`config.mk`:
```
export PLATFORM = sky130hd
export DESIGN_NAME = bws_status_flags
export DESIGN_NICKNAME = d
export VERILOG_FILES = /design/src/design/bws_pkg.sv /design/src/design/bws_status_flags.sv /design/src/design/bws_sticky_bit.sv /design/src/design/bws_tx_recover.sv
export SDC_FILE = /design/constraint.sdc
export NUM_CORES = 1
export LEC_CHECK = 0
export ABC_AREA = 1
export BUFFER_PORTS_ARGS = -buffer_cell sky130_fd_sc_hd__buf_2
export CORE_ASPECT_RATIO = 1.75
export CORE_MARGIN = 2
export CORE_UTILIZATION = 49
export CTS_CLUSTER_SIZE = 40
export DETAILED_ROUTE_END_ITERATION = 8
export GPL_TIMING_DRIVEN = 1
export PLACE_DENSITY_LB_ADDON = 0.05
export SYNTH_ARGS = -nofsm -noshare
export SYNTH_HDL_FRONTEND = slang
export SYNTH_SLANG_ARGS = --single-unit
```
`constraint.sdc`:
```
create_clock -name core_clk -period 1.4 [get_ports core_clk]
set_input_delay 0.07 -clock core_clk [delete_from_list [all_inputs] [get_ports core_clk]]
set_output_delay 0.07 -clock core_clk [all_outputs]
set_load 0.02 [all_outputs]
```
`src/design/bws_pkg.sv`:
```
// Package: offsets, field positions, reset values and timing for the status flag bank
package bws_pkg;
  localparam logic [6:0]  BWS_OFS_FAULT      = 7'h43;
  localparam logic [6:0]  BWS_OFS_WAKE       = 7'h44;
  localparam logic [15:0] BWS_RESET_VALUE    = 16'h0000;
  // Fault register fields
  localparam int          BWS_POS_UNDERVOLT  = 0;
  localparam int          BWS_POS_CODE_LO    = 1;
  localparam int          BWS_POS_SELECTIVE_WAKE_SYS_ERROR     = 3;
  localparam int          BWS_POS_TIMEOUT    = 4;
  // Bits kept over a restart
  localparam logic [15:0] BWS_FAULT_KEEP     = 16'h007F;
  localparam logic [15:0] BWS_WAKE_KEEP      = 16'h0782;
  // Implemented (non-reserved) bits
  localparam logic [15:0] BWS_FAULT_IMPL     = 16'h001F;
  localparam logic [15:0] BWS_WAKE_IMPL      = 16'h039F;
  localparam int          BWS_POS_BUS_WAKE   = 9;
  localparam int          BWS_POS_TIMER2     = 8;
  localparam int          BWS_POS_TIMER1     = 7;
  localparam int          BWS_NUM_PINS       = 5;
  // Fault codes
  localparam logic [1:0]  BWS_CODE_NONE      = 2'h0;
  localparam logic [1:0]  BWS_CODE_THERMAL   = 2'h1;
  localparam logic [1:0]  BWS_CODE_TXD_DOM   = 2'h2;
  localparam logic [1:0]  BWS_CODE_BUS_DOM   = 2'h3;
  // Error counter overflow limit
  localparam logic [5:0]  BWS_ERR_LIMIT      = 6'h20;
  // Transmitter enable time, nanoseconds, and cycles at 4 ns
  localparam int          BWS_CLK_NS         = 4;
  localparam int          BWS_TX_EN_NS       = 4000;
  localparam int          BWS_TX_EN_CYC      = (BWS_TX_EN_NS + BWS_CLK_NS - 1) / BWS_CLK_NS;
  localparam logic [9:0]  BWS_TX_EN_CNT      = 10'(BWS_TX_EN_CYC);
endpackage : bws_pkg

```
`src/design/bws_status_flags.sv`:
```
// Bus and wake status flag bank with clear-on-read and restart behaviour
// How it works
// - Reserved bits of both registers read zero
// - Timeout bit 4 set on timeout, read clears
// - Bit 3 flags selective-wake system error
// - Bits 2:1 encode thermal, TXD, bus dominant
// - Bit 0 flags undervoltage, transmitter disabled
// - Power-on or soft reset zeroes both registers
// - Restart zeroes fault bits 15:7, keeps 6:0
// - Restart keeps wake bits 10:7 and 1
// - Undervoltage detect only in normal/receive-only
// - TXD timeout ends on high, wake-capable, off
// - Bus timeout ends on recessive, wake-capable, off
// - Undervoltage ends when supply above threshold
// - Transmit re-enabled after TXD high enable time
// - Timeout flag set on silence, selective wake only
// - Timeout interrupt in Stop/Normal when mask set
// - System error on config error or overflow
// - System error updated only with selective wake
// - Timeout flag read-proof until interrupt falls
// - Bit 9 set on bus wake, read clears
// - Bits 8,7 set on timer wakes, read clears
// - Bits 4:0 set on pin wakes, read clears
// - Fail-safe entry clears whole wake register
module bws_status_flags
(
  // Clock and reset
  input  wire logic        core_clk,
  input  wire logic        sys_rst,
  input  wire logic        restart_evt,
  input  wire logic        failsafe_entry,
  // Register read port
  input  wire logic        reg_rd,
  input  wire logic [6:0]  reg_addr,
  output logic [15:0]      reg_rdata,
  // Transceiver state
  input  wire logic        xcvr_normal,
  input  wire logic        xcvr_rx_only,
  input  wire logic        xcvr_wake_capable,
  input  wire logic        xcvr_off,
  input  wire logic        txd_high,
  input  wire logic        bus_recessive,
  input  wire logic        thermal_shutdown,
  input  wire logic        txd_dom_detect,
  input  wire logic        bus_dom_detect,
  input  wire logic        supply_below_thr,
  output logic             tx_enable,
  // Selective wake
  input  wire logic        selective_wake_enable,
  input  wire logic        bus_silence_indication,
  input  wire logic        config_error,
  input  wire logic [5:0]  error_count,
  input  wire logic        mode_stop_or_normal,
  input  wire logic        bus_timeout_irq_mask,
  input  wire logic        interrupt_out_n,
  output logic             bus_timeout_irq,
  // Wake sources
  input  wire logic        bus_wake_evt,
  input  wire logic        timer1_wake_evt,
  input  wire logic        timer2_wake_evt,
  input  wire logic [4:0]  pin_wake_evt
);
  logic        rd_fault;
  logic        rd_wake;
  logic        txd_to_reg;
  logic        txd_to_next;
  logic        bus_to_reg;
  logic        bus_to_next;
  logic        uv_reg;
  logic        uv_next;
  logic        sys_err_reg;
  logic        sys_err_next;
  logic        hold_reg;
  logic        hold_next;
  logic        interrupt_out_n_prev_reg;
  logic        interrupt_out_n_fall;
  logic        sil_prev_reg;
  logic        bus_timeout_flag;
  logic [1:0]  fault_code;
  logic [15:0] wake_flags;
  logic [15:0] fault_word;
  logic [15:0] wake_set;
  logic [15:0] rdata_reg;
  logic [15:0] rdata_next;
  logic        uv_detect_en;
  logic        timeout_set;

  assign rd_fault     = reg_rd && (reg_addr == bws_pkg::BWS_OFS_FAULT);
  assign rd_wake      = reg_rd && (reg_addr == bws_pkg::BWS_OFS_WAKE);
  assign uv_detect_en = xcvr_normal || xcvr_rx_only;
  assign interrupt_out_n_fall    = interrupt_out_n_prev_reg && !interrupt_out_n;
  // Silence rising edge sets; the flag outlives the indication
  assign timeout_set  = selective_wake_enable && bus_silence_indication
                        && !sil_prev_reg;

  // Fault condition flags: live conditions with defined recovery
  always_comb
  begin
    txd_to_next = txd_to_reg;
    bus_to_next = bus_to_reg;
    uv_next     = uv_reg;
    if (txd_dom_detect)
      txd_to_next = 1'b1;
    else if (txd_high || xcvr_wake_capable || xcvr_off)
      txd_to_next = 1'b0;
    if (bus_dom_detect)
      bus_to_next = 1'b1;
    else if (bus_recessive || xcvr_wake_capable || xcvr_off)
      bus_to_next = 1'b0;
    if (uv_detect_en && supply_below_thr)
      uv_next = 1'b1;
    else if (!supply_below_thr)
      uv_next = 1'b0;
  end

  // System error: only follows its causes with selective wake on
  always_comb
  begin
    sys_err_next = sys_err_reg;
    if (selective_wake_enable)
      sys_err_next = config_error || (error_count > bws_pkg::BWS_ERR_LIMIT);
  end

  // Clear protection for the timeout flag until the next interrupt falling edge
  always_comb
  begin
    hold_next = hold_reg;
    if (timeout_set)
      hold_next = 1'b1;
    else if (interrupt_out_n_fall)
      hold_next = 1'b0;
  end

  always_ff @(posedge core_clk)
  begin
    if (sys_rst)
    begin
      txd_to_reg    <= 1'b0;
      bus_to_reg    <= 1'b0;
      uv_reg        <= 1'b0;
      sys_err_reg   <= 1'b0;
      hold_reg      <= 1'b0;
      interrupt_out_n_prev_reg <= 1'b1;
      sil_prev_reg  <= 1'b0;
    end
    else
    begin
      txd_to_reg    <= txd_to_next;
      bus_to_reg    <= bus_to_next;
      uv_reg        <= uv_next;
      sys_err_reg   <= sys_err_next;
      hold_reg      <= hold_next;
      interrupt_out_n_prev_reg <= interrupt_out_n;
      sil_prev_reg  <= bus_silence_indication;
    end
  end

  // Priority: thermal, then bus dominant, then TXD dominant
  always_comb
  begin
    if (thermal_shutdown)
      fault_code = bws_pkg::BWS_CODE_THERMAL;
    else if (bus_to_reg)
      fault_code = bws_pkg::BWS_CODE_BUS_DOM;
    else if (txd_to_reg)
      fault_code = bws_pkg::BWS_CODE_TXD_DOM;
    else
      fault_code = bws_pkg::BWS_CODE_NONE;
  end

  // Timeout flag: a read is ignored while protected; restart keeps it
  bws_sticky_bit u_timeout
  (
    .core_clk    (core_clk),
    .sys_rst     (sys_rst),
    .set_evt     (timeout_set),
    .clr_evt     (rd_fault && !hold_reg),
    .restart_clr (1'b0),
    .flag        (bus_timeout_flag)
  );

  assign bus_timeout_irq = bus_timeout_flag && bus_timeout_irq_mask
                           && mode_stop_or_normal;

  bws_tx_recover u_txrec
  (
    .core_clk     (core_clk),
    .sys_rst      (sys_rst),
    .fault_active (uv_reg || txd_to_reg || bus_to_reg || thermal_shutdown),
    .txd_high     (txd_high),
    .tx_enable    (tx_enable)
  );

  // Wake events placed at their register bit positions
  always_comb
  begin
    wake_set = '0;
    wake_set[bws_pkg::BWS_POS_BUS_WAKE]         = bus_wake_evt;
    wake_set[bws_pkg::BWS_POS_TIMER2]           = timer2_wake_evt;
    wake_set[bws_pkg::BWS_POS_TIMER1]           = timer1_wake_evt;
    wake_set[bws_pkg::BWS_NUM_PINS-1:0]         = pin_wake_evt;
  end

  genvar gi;
  generate
    for (gi = 0; gi < 16; gi++)
    begin : g_wake
      if (bws_pkg::BWS_WAKE_IMPL[gi])
      begin : g_impl
        bws_sticky_bit u_bit
        (
          .core_clk    (core_clk),
          .sys_rst     (sys_rst),
          .set_evt     (wake_set[gi]),
          .clr_evt     (rd_wake || failsafe_entry),
          .restart_clr (restart_evt && !bws_pkg::BWS_WAKE_KEEP[gi]),
          .flag        (wake_flags[gi])
        );
      end
      else
      begin : g_res
        assign wake_flags[gi] = 1'b0;
      end
    end
  endgenerate

  // Fault word; the rc bits other than the timeout are live conditions
  always_comb
  begin
    fault_word = '0;
    fault_word[bws_pkg::BWS_POS_TIMEOUT]                           = bus_timeout_flag;
    fault_word[bws_pkg::BWS_POS_SELECTIVE_WAKE_SYS_ERROR]                            = sys_err_reg;
    fault_word[bws_pkg::BWS_POS_CODE_LO+1:bws_pkg::BWS_POS_CODE_LO] = fault_code;
    fault_word[bws_pkg::BWS_POS_UNDERVOLT]                         = uv_reg;
    fault_word = fault_word & bws_pkg::BWS_FAULT_IMPL & bws_pkg::BWS_FAULT_KEEP;
  end

  // Read data registered; captured value is pre-clear
  always_comb
  begin
    rdata_next = rdata_reg;
    if (rd_fault)
      rdata_next = fault_word;
    else if (rd_wake)
      rdata_next = wake_flags & bws_pkg::BWS_WAKE_IMPL;
    else if (reg_rd)
      rdata_next = bws_pkg::BWS_RESET_VALUE;
  end

  always_ff @(posedge core_clk)
  begin
    if (sys_rst)
      rdata_reg <= bws_pkg::BWS_RESET_VALUE;
    else
      rdata_reg <= rdata_next;
  end

  assign reg_rdata = rdata_reg;
endmodule : bws_status_flags

```
`src/design/bws_sticky_bit.sv`:
```
// One sticky status flag: set wins over clear, restart may keep or clear it
module bws_sticky_bit
(
  // Clock and reset
  input  wire logic core_clk,
  input  wire logic sys_rst,
  // Control
  input  wire logic set_evt,
  input  wire logic clr_evt,
  input  wire logic restart_clr,
  // State
  output logic      flag
);
  logic flag_reg;
  logic flag_next;

  always_comb
  begin
    flag_next = flag_reg;
    if (clr_evt || restart_clr)
    begin
      flag_next = 1'b0;
    end
    if (set_evt)
    begin
      flag_next = 1'b1;
    end
  end

  always_ff @(posedge core_clk)
  begin
    if (sys_rst)
      flag_reg <= 1'b0;
    else
      flag_reg <= flag_next;
  end

  assign flag = flag_reg;
endmodule : bws_sticky_bit

```
`src/design/bws_tx_recover.sv`:
```
// Transmit re-enable timer: counts cycles of recessive transmit data after a fault
module bws_tx_recover
(
  // Clock and reset
  input  wire logic core_clk,
  input  wire logic sys_rst,
  // Inputs
  input  wire logic fault_active,
  input  wire logic txd_high,
  // Result
  output logic      tx_enable
);
  logic [9:0] cnt_reg;
  logic [9:0] cnt_next;
  logic       blk_reg;
  logic       blk_next;

  always_comb
  begin
    cnt_next = cnt_reg;
    blk_next = blk_reg;
    if (fault_active)
    begin
      blk_next = 1'b1;
      cnt_next = '0;
    end
    else if (blk_reg)
    begin
      if (!txd_high)
        cnt_next = '0;
      else if (cnt_reg == bws_pkg::BWS_TX_EN_CNT - 10'h001)
        blk_next = 1'b0;
      else
        cnt_next = cnt_reg + 10'h001;
    end
  end

  always_ff @(posedge core_clk)
  begin
    if (sys_rst)
    begin
      cnt_reg <= '0;
      blk_reg <= 1'b0;
    end
    else
    begin
      cnt_reg <= cnt_next;
      blk_reg <= blk_next;
    end
  end

  assign tx_enable = !blk_reg && !fault_active;
endmodule : bws_tx_recover

```
======== Word level (Yosys, flattened, before mapping) ========
Index checks and enable logic that the tools add are counted.
operators by class
  $add $sub $neg .......................... 1
  magnitude comparators ................... 1
  eq/ne operators ......................... 5
  mux-type cells .......................... 32
  reduce and logical (&&, ||, !) cells .... 43
operator list
  cell                                            count
  two-way mux 10 bit                              4
  nonzero test 2 bit                              13
  two-way mux 1 bit                               24
  == test 7 bit (second input constant)           2
  logical OR 1 bit                                11
  adder 10 x 1 -> 10 bit (second input constant)  1
  == test 10 bit (second input constant)          1
  logical AND 1 bit                               10
  > comparator 6 bit (second input constant)      1
  two-way mux 2 bit                               3
  logical NOT 1 bit                               5
  two-way mux 5 bit                               1
  OR reduction 2 bit                              2
  nonzero test 3 bit                              1
  != test 2 x 1 -> 1 bit (second input constant)  1
  != test 2 bit (second input constant)           1
  AND reduction 2 bit                             1
word-level totals
  bits in registers ....................... 35
  output and inout bits ................... 18
  word-level logic and storage cells ...... 102

======== Depth between registers and ports, before layout ========
Gate-level depths: netlist of run 1.
  word-level depth ........................ 6
  gate-level depth with buffers ........... 10
  mapped depth without buffers ............ 10

======== By module ========
A second synthesis of run 1 with hierarchy kept.
second synthesis, totals
  cells, all modules ...................... 273
  area total of the unflattened synthesis .. 1,939.4 um^2
by module, submodules not included
  module            times used  cells an instance  area each (um^2)  seq. area each (um^2)
  bws_status_flags  1           114                780.7             300.3
  bws_tx_recover    1           105                708.2             220.2
  bws_sticky_bit    9           6                  50.0              20.0

======== Worst setup path after synthesis of run 1 ========
OpenSTA, ideal clock, no wires.
  kind .................................... flip-flop to flip-flop
  start ................................... reg u_txrec.cnt_reg[0]
  end ..................................... reg u_txrec.cnt_reg[0]
  setup time .............................. 0.127 ns
  arrival ................................. 1.058 ns
  setup slack ............................. 0.216 ns
  stages on the path, launching flop included .. 9
  buffers on the path ..................... 0
  cell sequence ........................... dfxtp_1 -> ha_1 -> nand2_1 -> inv_1 -> nand3_2 -> nand2_4 -> inv_1 -> nand2_1 -> a21oi_2
on the way
  longest elaborated chain between the ends .. 3
ends and longest elaborated chain
  item                                                       RTL line                                    source
  start: declaration                                         bws_tx_recover.sv:13                        logic [9:0] cnt_reg;
  start signal: assignment                                   bws_tx_recover.sv:47                        cnt_reg <= cnt_next;
  adder 10 x 1 -> 10 bit or == test 10 bit (tied branches)   bws_tx_recover.sv:34, bws_tx_recover.sv:31
  two-way mux 10 bit or != test 2 bit (tied branches)        n/a
  two-way mux 10 bit or AND reduction 2 bit (tied branches)  n/a
Several ways; a longest one is shown, not always the timed one. The select of a mux whose other input is x is not followed.
A chain may end at the register's enable or synchronous reset.

======== Worst setup path after layout of run 1 ========
  start ................................... reg bus_to_reg
  end ..................................... out tx_enable
on the way
  longest elaborated chain between the ends .. 4
ends and longest elaborated chain
  item                           RTL line                 source
  start: declaration             bws_status_flags.sv:67   logic bus_to_reg;
  start signal: assignment       bws_status_flags.sv:149  bus_to_reg <= bus_to_next;
  logical OR 1 bit (2 in a row)  bws_status_flags.sv:189  .fault_active (uv_reg || txd_to_reg || bus_to_reg || thermal_shutdown),
  logical NOT 1 bit              bws_tx_recover.sv:52     assign tx_enable = !blk_reg && !fault_active;
  logical AND 1 bit              bws_tx_recover.sv:52
  end: declaration               bws_status_flags.sv:47   output logic tx_enable,
No other way between the ends.

==> impl_metrics.yaml, run 1 <==
global_route:
  grt_remaining_overflow: 0
  number_of_antenna_violations_at_the_first_check_in_global_routing: 0
  grt_start_max_net_pins: 11
  wire_length_of_the_first_global_routing_pass_um: 6620
  grt_util_all_layers_pct: 21.2
  grt_pass1_vias: 1626
die:
  die_height_um: 82.7
  dieArea_um2: 4050
  initial_core_util_pct: 51.0
  fp.dieW_um: 49.0
  coreArea_um2: 3400
  pin_count: 60
  placementRows: 28
clock_tree:
  cts.htree.levels: 2
  clock-sinks: 35
  post-cts-setup-buffer-count: 0
  clkLatencyLatePin_ps: 280
  clk_pin_slew_ps: 70
  tritoncts: "yes"
  cts_max_path_buffers: 2
  tritoncts.num_buffers: 5
  clock-root-buffer: "sky130_fd_sc_hd__clkbuf_8"
timing:
  post-route-min-period_ps: 1290
  final.setup_skew_ps: 4.52
  timing.final.ws_setup_ps: 109
  fin_tns_setup_ps: 0
  grt_setup_unrepaired: "no"
  min_period_over_period_pct: 92.2
  setup_viol: 0
  maxClockFrequency_ghz: 0.774
  timing_max_transition_violations_final: 0
  finalHoldViolations: 0
pwr:
  power.ir.vdd_worst_uv: 596
  seq_power_share_pct: 53.7
  power-per-cell-area_nw_per_um2: 908
  clock_network_fraction_of_design_power_pct: 35.0
  power.static_leakage_nw: 1.08
  total_power_mw: 1.94
  switching_power_mw: 0.474
  gate_power_share_pct: 11.2
  p_int_mw: 1.47
  netSwitchingFraction_pct: 24.4
drt:
  drt_first_pass_iters: 4
  drtIter0Drc: 36
  avgRoutedWirePerCell_um: 11.0
  drt-total-wl_um: 3880
  drc: 0
  drt.antenna.violating_nets: 0
  via_count: 1648
  post_drt_via_cell_ratio: 4.67
synth:
  async_reset_ff_share_pct: 0
  biggest_area_contributors_in_the_synthesized_netlist: "sky130_fd_sc_hd__dfxtp_1 40%, sky130_fd_sc_hd__nand2_1 11%, sky130_fd_sc_hd__inv_1 9.7%, sky130_fd_sc_hd__nand3_1 6.6%, sky130_fd_sc_hd__nor2_1 5.6%"
  synth.yosys.seq_area_share_pct: 40.4
  ys.warnings.count: 0
  mapped_avg_cell_area_um2: 6.96
  yosysTopAreaCellShare_pct: 40.4
  yosysUniqueCellTypes: 33
  netlist_instances: 249
  number_of_enable_type_register_cells_in_the_synthesized_netlist: 0
  main_synth_ff_type: "sky130_fd_sc_hd__dfxtp_1"
  ys_ff_latch: 35
  synth_area_leader_cell: "sky130_fd_sc_hd__dfxtp_1"
  mappedNetlistArea_um2: 1730
placed_design:
  placement.cell_area_um2: 2000
  pre_cts_ws_ps: 46.0
  post-dp-hpwl_um: 3160
  post-place-cells: 343
  place_congestion: 0.815
  portBuffers: 51
hold_path:
  worst_hold_path_type: "in2reg"
final_layout:
  layout-drive-gt1-share_pct: 26.0
  area.growth.synth_to_final_pct: 23.3
  postLayoutCellArea_um2: 2140
  layout.cells.most_common_list: "51 x sky130_fd_sc_hd__nand2_1, 51 x sky130_fd_sc_hd__buf_2, 43 x sky130_fd_sc_hd__inv_1"
  stdcell_count: 353
  largest_register_ffs: 10
  diodes: 0
  num-nets-final: 350
worst_setup_path:
  critical_path_arrival_ps: 1220
  setup.worst_path.end_class: "primary output"
  worst_setup_path_start_kind: "flop"
  critical_path_class: "reg2out"
  worst_ep_required_time_ps: 1330
  crit_fanout: 3
outcome:
  run_status: "complete, no violations"
run:
  max_cap_viols: 0
## power groups by stage
stage               Sequential (mW)  Clock [mW]  Combinational (mW)
floorplan                      1.06           0               0.146
CTS                            1.04       0.693               0.219
detailed placement             1.07           0               0.215
global placement               1.06           0               0.213
global route                   1.05       0.743               0.248
finish                         1.04       0.679               0.218
## worst max-delay path: stages, from the launching register on
cell                      delay (ps)
sky130_fd_sc_hd__dfxtp_1         300
sky130_fd_sc_hd__inv_1            90
sky130_fd_sc_hd__nand2_1          90
sky130_fd_sc_hd__nor2_2          130
sky130_fd_sc_hd__inv_1           100
sky130_fd_sc_hd__nor2_1           80
sky130_fd_sc_hd__buf_2           160
## cell usage after synthesis, types with 2 or more instances
| cell | instances |
|---|---|
| sky130_fd_sc_hd__nand3_1 | 23 |
| sky130_fd_sc_hd__nand2_4 | 2 |
| sky130_fd_sc_hd__nor2_1 | 26 |
| sky130_fd_sc_hd__o21bai_1 | 2 |
| sky130_fd_sc_hd__buf_4 | 9 |
| sky130_fd_sc_hd__nor4_1 | 2 |
| sky130_fd_sc_hd__nand4_1 | 7 |
| sky130_fd_sc_hd__o21ai_0 | 7 |
| sky130_fd_sc_hd__nand2_1 | 51 |
| sky130_fd_sc_hd__inv_1 | 45 |
| sky130_fd_sc_hd__dfxtp_1 | 35 |
| sky130_fd_sc_hd__a21oi_1 | 19 |
## layout make-up
class | instances | area (um2)
clock buffer | 7 | 76.3
clock inverter | 1 | 5.00
fill | 336 | 1260
inverter | 46 | 175
multi-input combinational | 163 | 823
sequential | 35 | 703
tap | 45 | 56.3
timing repair buffer | 56 | 298
## metrics by stage
stage                     utilization (%)  hold WS [ps]
final                                62.9         0.972
after global routing                 62.9          11.9
after CTS                            61.9          1.85
after detailed placement             58.9           283
after global placement               58.9           277
after floorplan                         -           177
## cells by family after synthesis
group / synth area share, %
other cells: 0.216
fa+ha+maj: 0.722
buf+inv: 15.3
compound gates: 10.4
simple gates: 32.9
flops: 40.4
## path summary, 6_finish.rpt
| check | to | start | cells past startpoint | slack (ps) |
|---|---|---|---|---|
| setup / recovery | tx_enable | bus_to_reg | 6 | 110 |
| hold / removal | sys_err_reg | selective_wake_enable | 2 | 1 |
| hold reg to reg | u_txrec.cnt_reg[8] | u_txrec.cnt_reg[8] | 2 | 460 |
| setup reg to reg | u_txrec.cnt_reg[0] | u_txrec.cnt_reg[0] | 8 | 140 |
## metal layers
metal	GRT usage, %	wire length [um]
met5	0	0
met4	10.6	68
met3	3.60	119
met2	43.7	2230
met1	19.7	1460
## what timing repair did
action	in CTS	in global routing
hold endpoints to repair	2	0
hold buffers	2	0
resized for setup	0	11
endpoints found under the setup margin	0	10
Note: power is estimated with default switching activity, not from simulation.
==> run 2, diff against run 1 <==
--- a/config.mk
+++ b/config.mk
@@ -13,6 +13,7 @@
 export CTS_CLUSTER_SIZE = 40
 export DETAILED_ROUTE_END_ITERATION = 8
 export GPL_TIMING_DRIVEN = 1
+export MAX_ROUTING_LAYER = met4
 export PLACE_DENSITY_LB_ADDON = 0.05
 export SYNTH_ARGS = -nofsm -noshare
 export SYNTH_HDL_FRONTEND = slang
==> impl_metrics.yaml, run 2 (synthesized netlist as in run 1, its figures left out) <==
drt:
  drc: 0
  top_layer: "met4"
  drt.antenna.violating_nets: 0
  post_drt_via_cell_ratio: 4.76
  route.met2.wl_um: 2330
  drtIter0Drc: 15
  detailroute.wirelength.met3_um: 141
  avgRoutedWirePerCell_um: 11.5
  via_count: 1698
  drt-total-wl_um: 4110
  met1_length_um: 1450
  drt_first_pass_iters: 3
final_layout:
  postLayoutCellArea_um2: 2200
  num-nets-final: 354
  layout.cells.most_common_list: "50 x sky130_fd_sc_hd__nand2_1, 50 x sky130_fd_sc_hd__buf_2, 43 x sky130_fd_sc_hd__inv_1"
  diodes: 0
  largest_register_ffs: 10
  area.growth.synth_to_final_pct: 26.9
  layout-drive-gt1-share_pct: 26.0
  stdcell_count: 357
placed_design:
  post-place-cells: 343
  placement.cell_area_um2: 2000
  post-dp-hpwl_um: 3160
  portBuffers: 51
  place_congestion: 0.870
  pre_cts_ws_ps: 63.0
worst_setup_path:
  worst_setup_path_start_kind: "flop"
  worst-r2r-setup-slack_ps: 110
  critical_path.startpoint: "u_txrec.cnt_reg[1]"
  crit_fanout: 5
  critical_path_arrival_ps: 1490
  worst_ep_required_time_ps: 1600
  rr_endpoint: "u_txrec.cnt_reg[6]"
  r2r_cells: 10
  critical_path_class: "reg2reg"
  critical_path.endpoint: "u_txrec.cnt_reg[6]"
  rr_startpoint: "u_txrec.cnt_reg[1]"
  setup.worst_path.end_class: "flop"
timing:
  timing_max_transition_violations_final: 0
  hold_slack_ps: 8.46
  maxClockFrequency_ghz: 0.775
  finalHoldViolations: 0
  timing.final.ws_setup_ps: 109
  final.setup_skew_ps: 4.23
  setup_viol: 0
  post-route-min-period_ps: 1290
  min_period_over_period_pct: 92.2
outcome:
  run_status: "complete, no violations"
die:
  die_height_um: 82.7
  initial_core_util_pct: 51.0
  dieArea_um2: 4050
  coreArea_um2: 3400
  pin_count: 60
  fp.dieW_um: 49.0
  placementRows: 28
global_route:
  grt_start_max_net_pins: 12
  grt_remaining_overflow: 0
  grt_pass1_vias: 1679
  grt_util_all_layers_pct: 23.4
  wire_length_of_the_first_global_routing_pass_um: 6780
  number_of_antenna_violations_at_the_first_check_in_global_routing: 0
clock_tree:
  tritoncts.num_buffers: 5
  tritoncts: "yes"
  clk_pin_slew_ps: 70
  clkLatencyLatePin_ps: 290
  clock-root-buffer: "sky130_fd_sc_hd__clkbuf_8"
  cts_max_path_buffers: 2
  cts.htree.levels: 2
  clock-sinks: 35
pwr:
  switching_power_mw: 0.518
  total_power_mw: 2.09
  seq_power_share_pct: 49.8
  power-per-cell-area_nw_per_um2: 952
  clock_network_fraction_of_design_power_pct: 38.9
  gate_power_share_pct: 11.3
  netSwitchingFraction_pct: 24.8
  power.static_leakage_nw: 1.11
  power.ir.vdd_worst_uv: 949
  p_int_mw: 1.58
run:
  max_cap_viols: 0
hold_path:
  worst_hold_path_type: "in2reg"
  min_path_cells: 3
==> run 2: cell types whose count changed in the layout (fill, tap and decap cells not counted), moves of 2 or more <==
| cell | delta |
|---|---|
| sky130_fd_sc_hd__clkbuf_1 | -2 |
| sky130_fd_sc_hd__clkbuf_8 | +2 |
| sky130_fd_sc_hd__nor2_2 | -2 |
| sky130_fd_sc_hd__buf_4 | +2 |
| sky130_fd_sc_hd__dlygate4sd3_1 | +3 |
==> run 2: how the worst min path moves through the flow <==
| stage | slack [ps] | end | startpoint |
|---|---|---|---|
| floorplan | 180 | interrupt_out_n_prev_reg | interrupt_out_n |
| global placement | 280 | interrupt_out_n_prev_reg | interrupt_out_n |
| detailed placement | 280 | interrupt_out_n_prev_reg | interrupt_out_n |
| CTS | 5 | uv_reg | supply_below_thr |
| global route | 9 | g_wake[7].g_impl.u_bit.flag | timer1_wake_evt |
| finish | 8 | uv_reg | supply_below_thr |
==> run 2: worst max-delay path, stage by stage, from the launching register on <==
cell	delay (ps)
sky130_fd_sc_hd__dfxtp_1	360
sky130_fd_sc_hd__ha_2	190
sky130_fd_sc_hd__nand2_1	60
sky130_fd_sc_hd__inv_2	110
sky130_fd_sc_hd__nand3_1	110
sky130_fd_sc_hd__nand2_1	80
sky130_fd_sc_hd__nand3_1	70
sky130_fd_sc_hd__nand2_1	80
sky130_fd_sc_hd__nand2_1	50
sky130_fd_sc_hd__nand2_1	50
sky130_fd_sc_hd__inv_1	30
==> run 2: timing repair <==
item,CTS,global route
endpoints found under the setup margin,0,12
setup buffers,0,1
hold buffers,5,0
hold endpoints to repair,5,0
resized for setup,0,11
==> run 2: power groups by stage <==
stage / registers [mW] / logic [mW] / clock network (mW)
detailed placement: 1.07 / 0.214 / 0
global placement: 1.06 / 0.212 / 0
global route: 1.05 / 0.266 / 0.873
CTS: 1.04 / 0.226 / 0.833
floorplan: 1.06 / 0.146 / 0
finish: 1.04 / 0.236 / 0.815
==> run 2: through the flow <==
stage | utilization, % | setup TNS, ps
CTS | 63.5 | 0
finish | 64.7 | 0
global placement | 58.9 | 0
global route | 64.7 | -4.30
floorplan | - | 0
detailed placement | 58.9 | 0
==> run 2: layer usage <==
layer	GRT usage (%)	up-vias
met1	18.8	751
met4	16.0	0
met3	5.22	13
met5	-	-
li1	-	896
met2	46.3	38
==> run 2: cell type report <==
class	instances	area, um2
Sequential cell	35	702
Multi-Input combinational cell	163	823
Fill cell	350	1200
Timing Repair Buffer	60	338
Clock inverter	1	7.51
Clock buffer	7	96.3
Tap cell	45	56.3
Inverter	46	175
